<file path="src/rtl/sar_adc_regs.svh">
// Functional notes
// - Produce a 10-bit code by successive approximation, ground to reference.
// - reference_select picks supply, external_reference_pin or internal 1.1V reference.
// - Single-ended inputs bypass the gain stage; differential pairs use 1x or 20x.
// - Code 100010 in channel_gain_select routes the temperature sensor.
// - Selections act only while converter_enable is set; otherwise no power.
// - Result is right-aligned by default, left-aligned when left_adjust is set.
// - Reading result_low blocks result updates until result_high is read.
// - conversion_done_flag still sets when a finished result is discarded.
// - Writing start_conversion starts one conversion; hardware clears it at the end.
// - A channel change during conversion applies only after that conversion.
// - With auto trigger on, a source rising edge resets prescaler and starts.
// - A trigger still high at completion or edges during conversion start nothing.
// - Trigger flags set regardless of masking; software clears them for a new edge.
// - Done flag as trigger converts back to back; software starts the first.
// - start_conversion reads one while busy; writing it starts even with auto trigger.
// - Prescaler runs while converter_enable is set and is held reset while clear.
// - A software start begins at the next rising converter clock edge.
// - Normal conversion lasts 13 converter cycles, the first after enable 25.
// - Sample-and-hold at 1.5 cycles normally, 14.5 cycles on the first conversion.
// - Completion writes result and sets the done flag; single mode clears start.
// - Auto-triggered: sample at 2 cycles, done at 13.5, three-cycle trigger sync.
// - Free-running restarts right after completion with start_conversion kept set.
`ifndef SAR_ADC_REGS_SVH
`define SAR_ADC_REGS_SVH

// ----------------------------------------
// Register byte offsets
// ----------------------------------------
`define OFS_CHAN 8'h00
`define OFS_CSA 8'h04
`define OFS_CSB 8'h08
`define OFS_RES_LO 8'h0c
`define OFS_RES_HI 8'h10

// ----------------------------------------
// Field positions
// ----------------------------------------
`define CSA_ENABLE 7
`define CSA_START 6
`define CSA_AUTO 5
`define CSA_DONE 4
`define CSB_LADJ 4
`define CHAN_REF_LSB 6

// ----------------------------------------
// Reset values and codes
// ----------------------------------------
`define CHAN_RST 8'h00
`define PRESC_RST 3'h0
`define TRIG_RST 3'h0
`define TRIG_FREE_RUN 3'h0
`define TEMP_SENSOR_CODE 6'h22
`define SINGLE_LAST_CODE 6'h07

// ----------------------------------------
// Timing counts in converter clock cycles
// ----------------------------------------
`define NORM_END 5'd13
`define FIRST_END 5'd25
`define NORM_SAMPLE 5'd1
`define FIRST_SAMPLE 5'd14
`define AUTO_SAMPLE 5'd2
`define AUTO_END 5'd13

`endif

</file>
<file path="src/rtl/sar_adc_pkg.sv">
package sar_adc_pkg;
	typedef logic [7:0] addr_t;
	typedef logic [31:0] data_t;
	typedef logic [9:0] code_t;
	typedef enum logic [1:0] {ST_IDLE, ST_ARMED, ST_CONV} conv_state_t;
endpackage : sar_adc_pkg

</file>
<file path="src/rtl/presc_if.sv">
`timescale 1ns/1ps
`default_nettype none
interface presc_if;
	logic en;
	logic clr;
	logic [2:0] sel;
	logic rise;
	logic fall;
	modport ctrl (output en, output clr, output sel, input rise, input fall);
	modport div (input en, input clr, input sel, output rise, output fall);
endinterface : presc_if
`default_nettype wire

</file>
<file path="src/rtl/sar_adc_ctrl.sv">
`timescale 1ns/1ps
`default_nettype none
`include "sar_adc_regs.svh"
module sar_adc_ctrl (
	// Clock and reset
	input wire logic sys_clk,
	input wire logic rst_n,
	// APB slave
	input wire logic psel,
	input wire logic penable,
	input wire logic pwrite,
	input wire sar_adc_pkg::addr_t paddr,
	input wire sar_adc_pkg::data_t pwdata,
	output sar_adc_pkg::data_t prdata,
	output logic pready,
	output logic pslverr,
	// Trigger sources one to seven
	input wire logic [6:0] trigIn,
	// Analog front end
	input wire logic compBit,
	output logic anaPower,
	output logic [1:0] refSel,
	output logic [5:0] chanSel,
	output logic gainEnable,
	output logic gainHigh,
	output logic tempSel,
	output logic sampleHold,
	output sar_adc_pkg::code_t dacCode
);
	import sar_adc_pkg::*;

	// ----------------------------------------
	// Declarations
	// ----------------------------------------
	presc_if pif ();
	data_t prdata_ff;
	logic pready_ff;
	logic pslverr_ff;
	logic [7:0] chanReg_ff;
	logic enable_ff;
	logic autoEn_ff;
	logic doneFlag_ff;
	logic [2:0] prescSel_ff;
	logic ladj_ff;
	logic [2:0] trigSel_ff;
	code_t result_ff;
	logic lock_ff;
	logic firstPend_ff;
	conv_state_t state_ff;
	logic [4:0] cnt_ff;
	logic convFirst_ff;
	logic convAuto_ff;
	logic [7:0] convChan_ff;
	logic trialing_ff;
	logic [3:0] bitIdx_ff;
	code_t dac_ff;
	logic sampleHold_ff;
	logic sync1_ff;
	logic sync2_ff;
	logic trigPrev_ff;
	logic anaPower_ff;
	logic [1:0] refSel_ff;
	logic [5:0] chanSel_ff;
	logic gainEnable_ff;
	logic gainHigh_ff;
	logic tempSel_ff;
	logic setup;
	logic access;
	logic hit;
	logic wrCsa;
	logic swStart;
	logic trigSrc;
	logic trigEdge;
	logic autoStart;
	logic [4:0] nxt_cnt;
	logic samplePt;
	logic complete;
	logic restart;
	logic [7:0] effChan;
	logic [7:0] resLo;
	logic [7:0] resHi;
	data_t nxt_prdata;

	// Result byte of a given half in the chosen alignment
	function automatic logic [7:0] resByte(input code_t r, input logic left, input logic high);
		if (left) begin
			resByte = high ? r[9:2] : {r[1:0], 6'h00};
		end else begin
			resByte = high ? {6'h00, r[9:8]} : r[7:0];
		end
	endfunction : resByte

	// ----------------------------------------
	// Prescaler
	// ----------------------------------------
	assign pif.en = enable_ff;
	assign pif.clr = autoStart;
	assign pif.sel = prescSel_ff;

	adc_prescaler u_presc (
		.sys_clk(sys_clk),
		.rst_n(rst_n),
		.p(pif.div)
	);

	// ----------------------------------------
	// APB slave
	// ----------------------------------------
	assign setup = psel && !penable;
	assign access = psel && penable && pready_ff;
	assign hit = (paddr == `OFS_CHAN) || (paddr == `OFS_CSA) || (paddr == `OFS_CSB)
		|| (paddr == `OFS_RES_LO) || (paddr == `OFS_RES_HI);
	assign wrCsa = access && pwrite && (paddr == `OFS_CSA);
	assign swStart = wrCsa && pwdata[`CSA_START] && pwdata[`CSA_ENABLE];
	assign resLo = resByte(result_ff, ladj_ff, 1'b0);
	assign resHi = resByte(result_ff, ladj_ff, 1'b1);

	// Read data mux, start bit shows activity
	always_comb begin
		nxt_prdata = 32'h0000_0000;
		unique case (paddr)
			`OFS_CHAN: nxt_prdata[7:0] = chanReg_ff;
			`OFS_CSA: nxt_prdata[7:0] = {enable_ff, state_ff != ST_IDLE, autoEn_ff,
				doneFlag_ff, 1'b0, prescSel_ff};
			`OFS_CSB: nxt_prdata[7:0] = {3'h0, ladj_ff, 1'b0, trigSel_ff};
			`OFS_RES_LO: nxt_prdata[7:0] = resLo;
			`OFS_RES_HI: nxt_prdata[7:0] = resHi;
			default: nxt_prdata = 32'h0000_0000;
		endcase
	end

	// Bus answer: one wait-free access phase
	always_ff @(posedge sys_clk or negedge rst_n) begin
		if (!rst_n) begin
			prdata_ff <= 32'h0000_0000;
			pready_ff <= 1'b0;
			pslverr_ff <= 1'b0;
		end else begin
			pready_ff <= setup;
			pslverr_ff <= setup && !hit;
			if (setup && !pwrite) begin
				prdata_ff <= nxt_prdata;
			end
		end
	end

	// Software-written configuration
	always_ff @(posedge sys_clk or negedge rst_n) begin
		if (!rst_n) begin
			chanReg_ff <= `CHAN_RST;
			enable_ff <= 1'b0;
			autoEn_ff <= 1'b0;
			prescSel_ff <= `PRESC_RST;
			ladj_ff <= 1'b0;
			trigSel_ff <= `TRIG_RST;
		end else if (access && pwrite) begin
			if (paddr == `OFS_CHAN) begin
				chanReg_ff <= pwdata[7:0];
			end
			if (paddr == `OFS_CSA) begin
				enable_ff <= pwdata[`CSA_ENABLE];
				autoEn_ff <= pwdata[`CSA_AUTO];
				prescSel_ff <= pwdata[2:0];
			end
			if (paddr == `OFS_CSB) begin
				ladj_ff <= pwdata[`CSB_LADJ];
				trigSel_ff <= pwdata[2:0];
			end
		end
	end

	// Read lock: result_low read blocks updates until result_high read
	always_ff @(posedge sys_clk or negedge rst_n) begin
		if (!rst_n) begin
			lock_ff <= 1'b0;
		end else if (setup && !pwrite && paddr == `OFS_RES_LO) begin
			lock_ff <= 1'b1;
		end else if (setup && !pwrite && paddr == `OFS_RES_HI) begin
			lock_ff <= 1'b0;
		end
	end

	// ----------------------------------------
	// Trigger path
	// ----------------------------------------
	assign trigSrc = (trigSel_ff == `TRIG_FREE_RUN) ? doneFlag_ff
		: trigIn[trigSel_ff - 3'h1];
	assign trigEdge = sync2_ff && !trigPrev_ff;
	assign autoStart = enable_ff && autoEn_ff && trigEdge && state_ff == ST_IDLE;

	// Three-cycle synchroniser and edge detector
	always_ff @(posedge sys_clk or negedge rst_n) begin
		if (!rst_n) begin
			sync1_ff <= 1'b0;
			sync2_ff <= 1'b0;
			trigPrev_ff <= 1'b0;
		end else begin
			sync1_ff <= trigSrc;
			sync2_ff <= sync1_ff;
			trigPrev_ff <= sync2_ff;
		end
	end

	// Done flag: set wins over write-one-clear
	always_ff @(posedge sys_clk or negedge rst_n) begin
		if (!rst_n) begin
			doneFlag_ff <= 1'b0;
		end else if (complete) begin
			doneFlag_ff <= 1'b1;
		end else if (wrCsa && pwdata[`CSA_DONE]) begin
			doneFlag_ff <= 1'b0;
		end
	end

	// ----------------------------------------
	// Conversion sequencer
	// ----------------------------------------
	assign nxt_cnt = 5'(cnt_ff + 5'd1);
	assign samplePt = state_ff == ST_CONV && (convAuto_ff
		? (pif.rise && nxt_cnt == `AUTO_SAMPLE)
		: (pif.fall && cnt_ff == (convFirst_ff ? `FIRST_SAMPLE : `NORM_SAMPLE)));
	assign complete = state_ff == ST_CONV && enable_ff && (convAuto_ff
		? (pif.fall && cnt_ff == `AUTO_END)
		: (pif.rise && nxt_cnt == (convFirst_ff ? `FIRST_END : `NORM_END)));
	assign restart = autoEn_ff && trigSel_ff == `TRIG_FREE_RUN;
	assign effChan = (state_ff == ST_CONV) ? convChan_ff : chanReg_ff;

	// State, cycle count and per-conversion attributes
	always_ff @(posedge sys_clk or negedge rst_n) begin
		if (!rst_n) begin
			state_ff <= ST_IDLE;
			cnt_ff <= 5'd0;
			convFirst_ff <= 1'b0;
			convAuto_ff <= 1'b0;
			convChan_ff <= `CHAN_RST;
		end else if (!enable_ff && !swStart) begin // Enable and start may share one write
			state_ff <= ST_IDLE;
			cnt_ff <= 5'd0;
		end else begin
			unique case (state_ff)
				ST_IDLE: begin
					if (swStart) begin
						state_ff <= ST_ARMED;
					end else if (autoStart) begin
						state_ff <= ST_CONV;
						cnt_ff <= 5'd0;
						convAuto_ff <= 1'b1;
						convFirst_ff <= 1'b0;
						convChan_ff <= chanReg_ff;
					end
				end
				ST_ARMED: begin
					if (pif.rise) begin
						state_ff <= ST_CONV;
						cnt_ff <= 5'd0;
						convAuto_ff <= 1'b0;
						convFirst_ff <= firstPend_ff;
						convChan_ff <= chanReg_ff;
					end
				end
				ST_CONV: begin
					if (complete && restart) begin
						cnt_ff <= 5'd0;
						convAuto_ff <= 1'b0;
						convFirst_ff <= 1'b0;
						convChan_ff <= chanReg_ff;
					end else if (complete) begin
						state_ff <= ST_IDLE;
					end else if (pif.rise) begin
						cnt_ff <= nxt_cnt;
					end
				end
			endcase
		end
	end

	// First conversion after enable runs long if software-started; an earlier auto start cancels it
	always_ff @(posedge sys_clk or negedge rst_n) begin
		if (!rst_n) begin
			firstPend_ff <= 1'b1;
		end else if (!enable_ff) begin
			firstPend_ff <= 1'b1;
		end else if (state_ff == ST_ARMED && pif.rise) begin
			firstPend_ff <= 1'b0;
		end else if (autoStart) begin
			firstPend_ff <= 1'b0;
		end
	end

	// Successive approximation, one trial per rising edge
	always_ff @(posedge sys_clk or negedge rst_n) begin
		if (!rst_n) begin
			trialing_ff <= 1'b0;
			bitIdx_ff <= 4'd0;
			dac_ff <= 10'h000;
			sampleHold_ff <= 1'b0;
		end else begin
			sampleHold_ff <= samplePt && enable_ff;
			if (!enable_ff) begin
				trialing_ff <= 1'b0;
			end else if (samplePt) begin
				trialing_ff <= 1'b1;
				bitIdx_ff <= 4'd9;
				dac_ff <= 10'h200;
			end else if (trialing_ff && pif.rise) begin
				dac_ff[bitIdx_ff] <= compBit;
				if (bitIdx_ff != 4'd0) begin
					dac_ff[bitIdx_ff - 4'd1] <= 1'b1;
					bitIdx_ff <= bitIdx_ff - 4'd1;
				end else begin
					trialing_ff <= 1'b0;
				end
			end
		end
	end

	// Result register, frozen while the read lock holds
	always_ff @(posedge sys_clk or negedge rst_n) begin
		if (!rst_n) begin
			result_ff <= 10'h000;
		end else if (complete && !lock_ff && !(setup && !pwrite && paddr == `OFS_RES_LO)) begin
			result_ff <= dac_ff;
		end
	end

	// Analog steering, all off while disabled
	always_ff @(posedge sys_clk or negedge rst_n) begin
		if (!rst_n) begin
			anaPower_ff <= 1'b0;
			refSel_ff <= 2'h0;
			chanSel_ff <= 6'h00;
			gainEnable_ff <= 1'b0;
			gainHigh_ff <= 1'b0;
			tempSel_ff <= 1'b0;
		end else begin
			anaPower_ff <= enable_ff;
			refSel_ff <= enable_ff ? effChan[`CHAN_REF_LSB +: 2] : 2'h0;
			chanSel_ff <= enable_ff ? effChan[5:0] : 6'h00;
			tempSel_ff <= enable_ff && effChan[5:0] == `TEMP_SENSOR_CODE;
			gainEnable_ff <= enable_ff && effChan[5:0] > `SINGLE_LAST_CODE
				&& effChan[5:0] != `TEMP_SENSOR_CODE;
			gainHigh_ff <= enable_ff && effChan[5:0] > `SINGLE_LAST_CODE
				&& effChan[5:0] != `TEMP_SENSOR_CODE && effChan[0];
		end
	end

	// ----------------------------------------
	// Outputs
	// ----------------------------------------
	assign prdata = prdata_ff;
	assign pready = pready_ff;
	assign pslverr = pslverr_ff;
	assign anaPower = anaPower_ff;
	assign refSel = refSel_ff;
	assign chanSel = chanSel_ff;
	assign gainEnable = gainEnable_ff;
	assign gainHigh = gainHigh_ff;
	assign tempSel = tempSel_ff;
	assign sampleHold = sampleHold_ff;
	assign dacCode = dac_ff;
endmodule : sar_adc_ctrl
`default_nettype wire

</file>
<file path="src/rtl/adc_prescaler.sv">
`timescale 1ns/1ps
`default_nettype none
`include "sar_adc_regs.svh"
module adc_prescaler (
	// Clock and reset
	input wire logic sys_clk,
	input wire logic rst_n,
	// Control and converter clock edges
	presc_if.div p
);
	import sar_adc_pkg::*;

	logic [6:0] cnt_ff;
	logic rise_ff;
	logic fall_ff;
	logic [6:0] last;

	// Last count of a 2^n period, n at least one
	function automatic logic [6:0] lastCount(input logic [2:0] s);
		logic [2:0] e;
		e = (s == 3'h0) ? 3'h1 : s;
		lastCount = 7'((8'h01 << e) - 8'h01);
	endfunction : lastCount

	assign last = lastCount(p.sel);
	assign p.rise = rise_ff;
	assign p.fall = fall_ff;

	// Divider, held in reset while disabled or on trigger
	always_ff @(posedge sys_clk or negedge rst_n) begin
		if (!rst_n) begin
			cnt_ff <= 7'h00;
			rise_ff <= 1'b0;
			fall_ff <= 1'b0;
		end else if (!p.en || p.clr) begin
			cnt_ff <= 7'h00;
			rise_ff <= 1'b0;
			fall_ff <= 1'b0;
		end else begin
			cnt_ff <= (cnt_ff == last) ? 7'h00 : 7'(cnt_ff + 7'h01);
			rise_ff <= (cnt_ff == last);
			fall_ff <= (cnt_ff == (last >> 1));
		end
	end
endmodule : adc_prescaler
`default_nettype wire

</file>
<file path="config.mk">
export PLATFORM = sky130hd
export DESIGN_NAME = sar_adc_ctrl
export DESIGN_NICKNAME = d
export VERILOG_FILES = /design/src/rtl/sar_adc_pkg.sv /design/src/rtl/presc_if.sv /design/src/rtl/sar_adc_ctrl.sv /design/src/rtl/adc_prescaler.sv
export VERILOG_INCLUDE_DIRS = /design/src /design/src/rtl
export SDC_FILE = /design/constraint.sdc
export NUM_CORES = 1
export LEC_CHECK = 0
export BUFFER_PORTS_ARGS = -buffer_cell sky130_fd_sc_hd__buf_2
export CORE_MARGIN = 1
export CORE_UTILIZATION = 40
export DETAILED_ROUTE_END_ITERATION = 8
export GPL_TIMING_DRIVEN = 0
export PLACE_DENSITY_LB_ADDON = 0.08
export SLEW_MARGIN = 20
export SYNTH_ARGS = -nofsm -noshare
export SYNTH_HDL_FRONTEND = slang
export SYNTH_HIERARCHICAL = 1
export SYNTH_SLANG_ARGS = --single-unit
</file>
<file path="constraint.sdc">
create_clock -name sys_clk -period 2.97 [get_ports sys_clk]
set_input_delay 0.297 -clock sys_clk [delete_from_list [all_inputs] [get_ports sys_clk]]
set_output_delay 0.297 -clock sys_clk [all_outputs]
set_load 0.01 [all_outputs]
</file>
# After elaboration in Yosys (flattened, before gate mapping)
# Index checks and enable logic that the tools add are counted.
[totals] in_bits=53 regBits=97
[classes] n_mux=68 bitwise=2 eq_ne=29 magnitude_cmp=6 shift=1 n_reduce_logical=69 add_sub_neg=5
[ops] operator="$mux W8" count=7
[ops] operator="$mux W5" count=8
[ops] operator="$pmux W8 S5" count=1
[ops] operator="$logic_and A1 B1 Y1" count=37
[ops] operator="$mux W10" count=3
[ops] operator="$mux W1" count=25
[ops] operator="$pmux W8 S3" count=1
[ops] operator="$eq A8 B4 Y1 const B" count=2
[ops] operator="$mux W4" count=4
[ops] operator="$pmux W5 S3" count=1
[ops] operator="$mux W2" count=7
[ops] operator="$mux W7" count=2
[ops] operator="$bwmux W10" count=1
[ops] operator="$lt A4 B5 Y1 const B" count=2
[ops] operator="$or A10 B10 Y10" count=1
[ops] operator="$reduce_and A2 Y1" count=5
[ops] operator="$reduce_and A5 Y1" count=2
[ops] operator="$reduce_bool A2 Y1" count=5
[ops] operator="$ne A3 B1 Y1 const B" count=3
[ops] operator="$ne A3 B2 Y1 const B" count=3
[ops] operator="$demux W1 S4" count=2
[ops] operator="$eq A8 B3 Y1 const B" count=1
[ops] operator="$eq A8 B5 Y1 const B" count=1
[ops] operator="$ge A4 B1 Y1 const B" count=2
[ops] operator="other kinds (37)" count=54

# Logic depth before layout (Yosys ltp)
[logic_depth] ltp_word=10 depth_mapped=11

# By module
# Netlist, hierarchy kept.
[by_module_without_submodules] module="sar_adc_ctrl" seq_area_each_um2=2203.4 cells_each=493 area_per_inst_um2=5102.4 n_inst=1
[by_module_without_submodules] module="adc_prescaler" seq_area_each_um2=225.2 cells_each=64 area_per_inst_um2=614.3 n_inst=1

# Worst setup path before layout
# No wires, ideal clock.
[synth_path] path_kind="reg-to-reg" startpoint="register cnt_ff[1] (netlist name)" endpoint="register result_ff[0]" setup_time_ns=0.125 n_path_buf=1 arrival_time_ns=2.337 setup_slack_ns=0.509 synth_period_minus_slack_ns=2.461 required_time_ns=2.845 path_stages_with_launch=9 cell_sequence="dfrtp_1 -> ha_1 -> buf_2 -> and3_2 -> a22oi_2 -> a221oi_4 -> o211ai_2 -> a211oi_4 -> mux2_2"
[synth_lines] element="end signal: assignment" line_no="sar_adc_ctrl.sv:320" rtl="result_ff <= 10'h000;"
[synth_lines] element="end signal: assignment" line_no="sar_adc_ctrl.sv:322" rtl="result_ff <= dac_ff;"
[synth_lines] element="end: declaration" line_no="sar_adc_ctrl.sv:46" rtl="code_t result_ff;"

==> flow_metrics.tcl <==
set metrics [dict create \
    initial_core_util_pct 41.03 \
    clock_skew_ns 0.01083 \
    clkPwrFrac_pct 45.4 \
    clkLatencyLatePin_ns 0.35 \
    n_fill_cell 1301 \
    path_class "reg -> reg" \
    peakVddDrop_mv 0.1904 \
    viasPerCell 5.342 \
    grt_usage_pct 19.65 \
    htree_levels 3 \
    drive_gt1_share_pct 27.36 \
    start_kind "register" \
    yosysUniqueCellTypes 85 \
    p_sw_share_pct 22.26 \
    hp-class "in -> reg" \
    cts.sinks 97 \
    rr_worst_depth 9 \
    final_antenna_net_count 0 \
    vias 4477 \
    core_area_mm2 0.01393 \
    finalSetupTns_ns 0 \
    rrSetupSlack_ns 0.14 \
    syn_inst 557 \
    fin_crit_ns 2.828 \
    ioPinCount 110 \
    grt.overflow.total 0 \
    ys_seq_area_share_pct 42.48 \
    slew_headroom_pct 51.90 \
    wl_per_cell_um 16.59 \
    p_int_w 0.002117 \
    avgSynthCellArea_um2 10.26 \
    combPwrFrac_pct 5.6 \
    dp_slack_ns 0.01711 \
    gp_congestion 0.8789 \
    numPlacedInstances 819 \
    crit_required_ns 3.21 \
    die_h_um 121.6 \
    ctsResizeCount 0 \
    period_share_pct 95.22 \
    finalMaxSlewViolations 0 \
    drc_errors 0 \
    dr.pass1.iters 5 \
    antenna_found_initial 0 \
    rr_startpoint "cnt_ff[1]" \
    area_growth_pct 17.09 \
    min_path_cells 2 \
    cts_tree "yes" \
    ys_ff_latch 97 \
    power_density_mw_per_mm2 406.8 \
    die-width_um 121.6 \
    fin_ws_ns 0.1418 \
    antenna_cells 0 \
    fmax_mhz 353.6 \
    whs_endpoint "chanReg_ff[3]" \
    tightest_slew_ns 0.7188 \
    synth_edf_count 0 \
    pwr-share-seq_pct 49.1 \
    numCtsBuffers 9 \
    status "finished clean" \
    root_buffer "clkbuf_16" \
    async_flop_share_pct 100.0 \
    design.die.area_mm2 0.01477 \
    p_sw_w 0.0006063 \
    first_iter_violations 283 \
    finalHoldViolations 0 \
    hold_start "pwdata[3]" \
    rows 43 \
    worstPathArrival_ns 3.07 \
    design.final.nets 721 \
    first_global_vias 4243 \
    worstPathMaxFanout 8 \
    port_buffers 58 \
    grt_max_degree 61 \
    drv_cap 0 \
    setup_viol 0 \
    totalWireLength_um 13910 \
    yosys_most_used_dff "dfrtp_1" \
    r2r-end "result_ff[2]" \
    hpwl_um 10460 \
    cts.clk_slew.worst_paths_ns 0.07 \
    clock_path_buffers 2 \
    synth_area_mm2 0.005717 \
    grt_pass1_wl_um 22200 \
    worst_setup_path_end_kind "register" \
    p_leak_nw 3.154 \
    synth_warnings 6 \
    finalNonFillerCells 838 \
    rsz0062_at_grt "false" \
]
-- what timing repair did --
item,CTS,global route
hold buffers,1,0
setup buffers,0,2
endpoints found under the hold margin,36,0
endpoints found under the setup margin,0,10
-- cell families (layout without fill, tap and decap cells) --
group	after synthesis	count (layout)	share of synthesized area (%)
flip-flops	97	97	42.48
adder cells (fa/ha/maj)	15	15	3.283
AO/OA/AOI/OAI	110	110	14.53
other	2	25	0.1314
multiplexers	59	59	11.97
XOR/XNOR	15	15	2.539
buffers and inverters	77	155	7.222
AND/OR/NAND/NOR	182	182	17.84
-- synth_stat cells (all sizes together) (7+ instances only) --
master / number / area (µm²)
buf: 39 / 269.0
nor2: 40 / 150.1
a211oi: 7 / 65.06
and3: 7 / 47.54
nor3: 12 / 65.06
dfrtp: 96 / 2402
xnor2: 7 / 61.31
ha: 15 / 187.7
o21ai: 12 / 60.06
a21oi: 21 / 105.1
nand2: 49 / 186.4
o211ai: 7 / 62.56
nor2b: 8 / 50.05
mux2: 41 / 491.7
nand3: 14 / 82.58
o22ai: 8 / 50.05
inv: 22 / 82.58
clkbuf: 16 / 61.30
mux2i: 17 / 170.2
xor2: 7 / 61.31
-- power by group through the flow --
stage          clock [W]  sequential, W  combinational (W)
5_1_grt          0.00132        0.00134           0.000171
3_3_place_gp           0        0.00136           0.000145
3_5_place_dp           0        0.00136           0.000152
6_report         0.00124        0.00134           0.000152
2_1_floorplan          0        0.00136          0.0000751
4_1_cts          0.00127        0.00134           0.000153
-- worst max-delay path, stage by stage (launching register included) --
cell and delay (ns):
dfrtp_1 0.51, ha_1 0.19, buf_2 0.20, and3_2 0.24
a22oi_2 0.10, a221oi_4 0.39, o211ai_2 0.26, a211oi_4 0.30
buf_4 0.19, mux2_2 0.33
-- per-layer routing --
layer | share of wire [%] | GRT usage, % | wire [µm] | vias up
met5 | 0 | 0 | 0 | -
met4 | 1.4 | 6.481 | 193 | 0
met3 | 3.7 | 3.230 | 515 | 12
met2 | 49 | 31.78 | 6768 | 110
met1 | 46 | 26.74 | 6430 | 2188
li1 | - | - | - | 2167
-- sequential cells by signal, summed over array words and instances (netlist names), 2 cells and up --
register	cells
trigSel_ff	3
result_ff	10
prdata	8
dacCode	10
bitIdx_ff	4
state_ff	2
refSel	2
chanReg_ff	8
pif.sel	3
convChan_ff	8
u_presc/cnt_ff	7
cnt_ff	5
chanSel	6
-- through the flow --
stage	cell area, µm²	power, W	utilization (%)	hold slack, ns
floorplan	5803	0.001440	-	0.001409
global placement	6319	0.001506	45.34	0.3519
detailed placement	6352	0.001513	45.59	0.2318
CTS	6679	0.002758	47.93	0.1938
global route	6694	0.002827	48.04	0.2070
finish	6694	0.002723	48.04	0.2099
-- cells in the final DEF (no fill, tap or decap), drive strengths merged, types with 3 or more instances in the layout --
cell type	instances
xor2	7
mux2i	17
o41ai	3
inv	23
nor2	40
a32oi	5
a221oi	3
and3	7
ha	15
nand3	14
nor4	6
and2	5
o211ai	7
a211oi	7
dfrtp	96
nor2b	8
conb	25
o21ai	12
or2	4
a222oi	5
nand2b	6
a21oi	21
a22oi	5
nand3b	6
nor3	12
clkbuf	29
o22ai	8
nor3b	5
a31oi	6
buf	100
mux2	41
xnor2	7
nand4	5
nor4b	3
a21o	5
nand2	49
-- worst max-delay path by stage --
stage | from | endpoint | slack (ns)
3_5_place_dp | cnt_ff[0] | result_ff[2] | 0.02
2_1_floorplan | cnt_ff[1] | result_ff[0] | 0.51
5_1_grt | cnt_ff[0] | result_ff[2] | 0.004
6_report | cnt_ff[1] | result_ff[2] | 0.14
3_3_place_gp | cnt_ff[1] | result_ff[2] | 0.05
4_1_cts | cnt_ff[1] | result_ff[2] | 0.02
-- cell type report --
cell class	instances	area [µm²]	area share, %
buffer	55	330.3	4.935
multi-input combinational	406	2962	44.24
inverter	22	82.58	1.234
sequential	97	2429	36.28
clock inverter	3	46.29	0.6916
clock buffer	13	270.3	4.037
timing repair buffer	62	349.1	5.215
tap	180	225.2	3.364
Note: power is estimated with default switching activity, not from simulation.
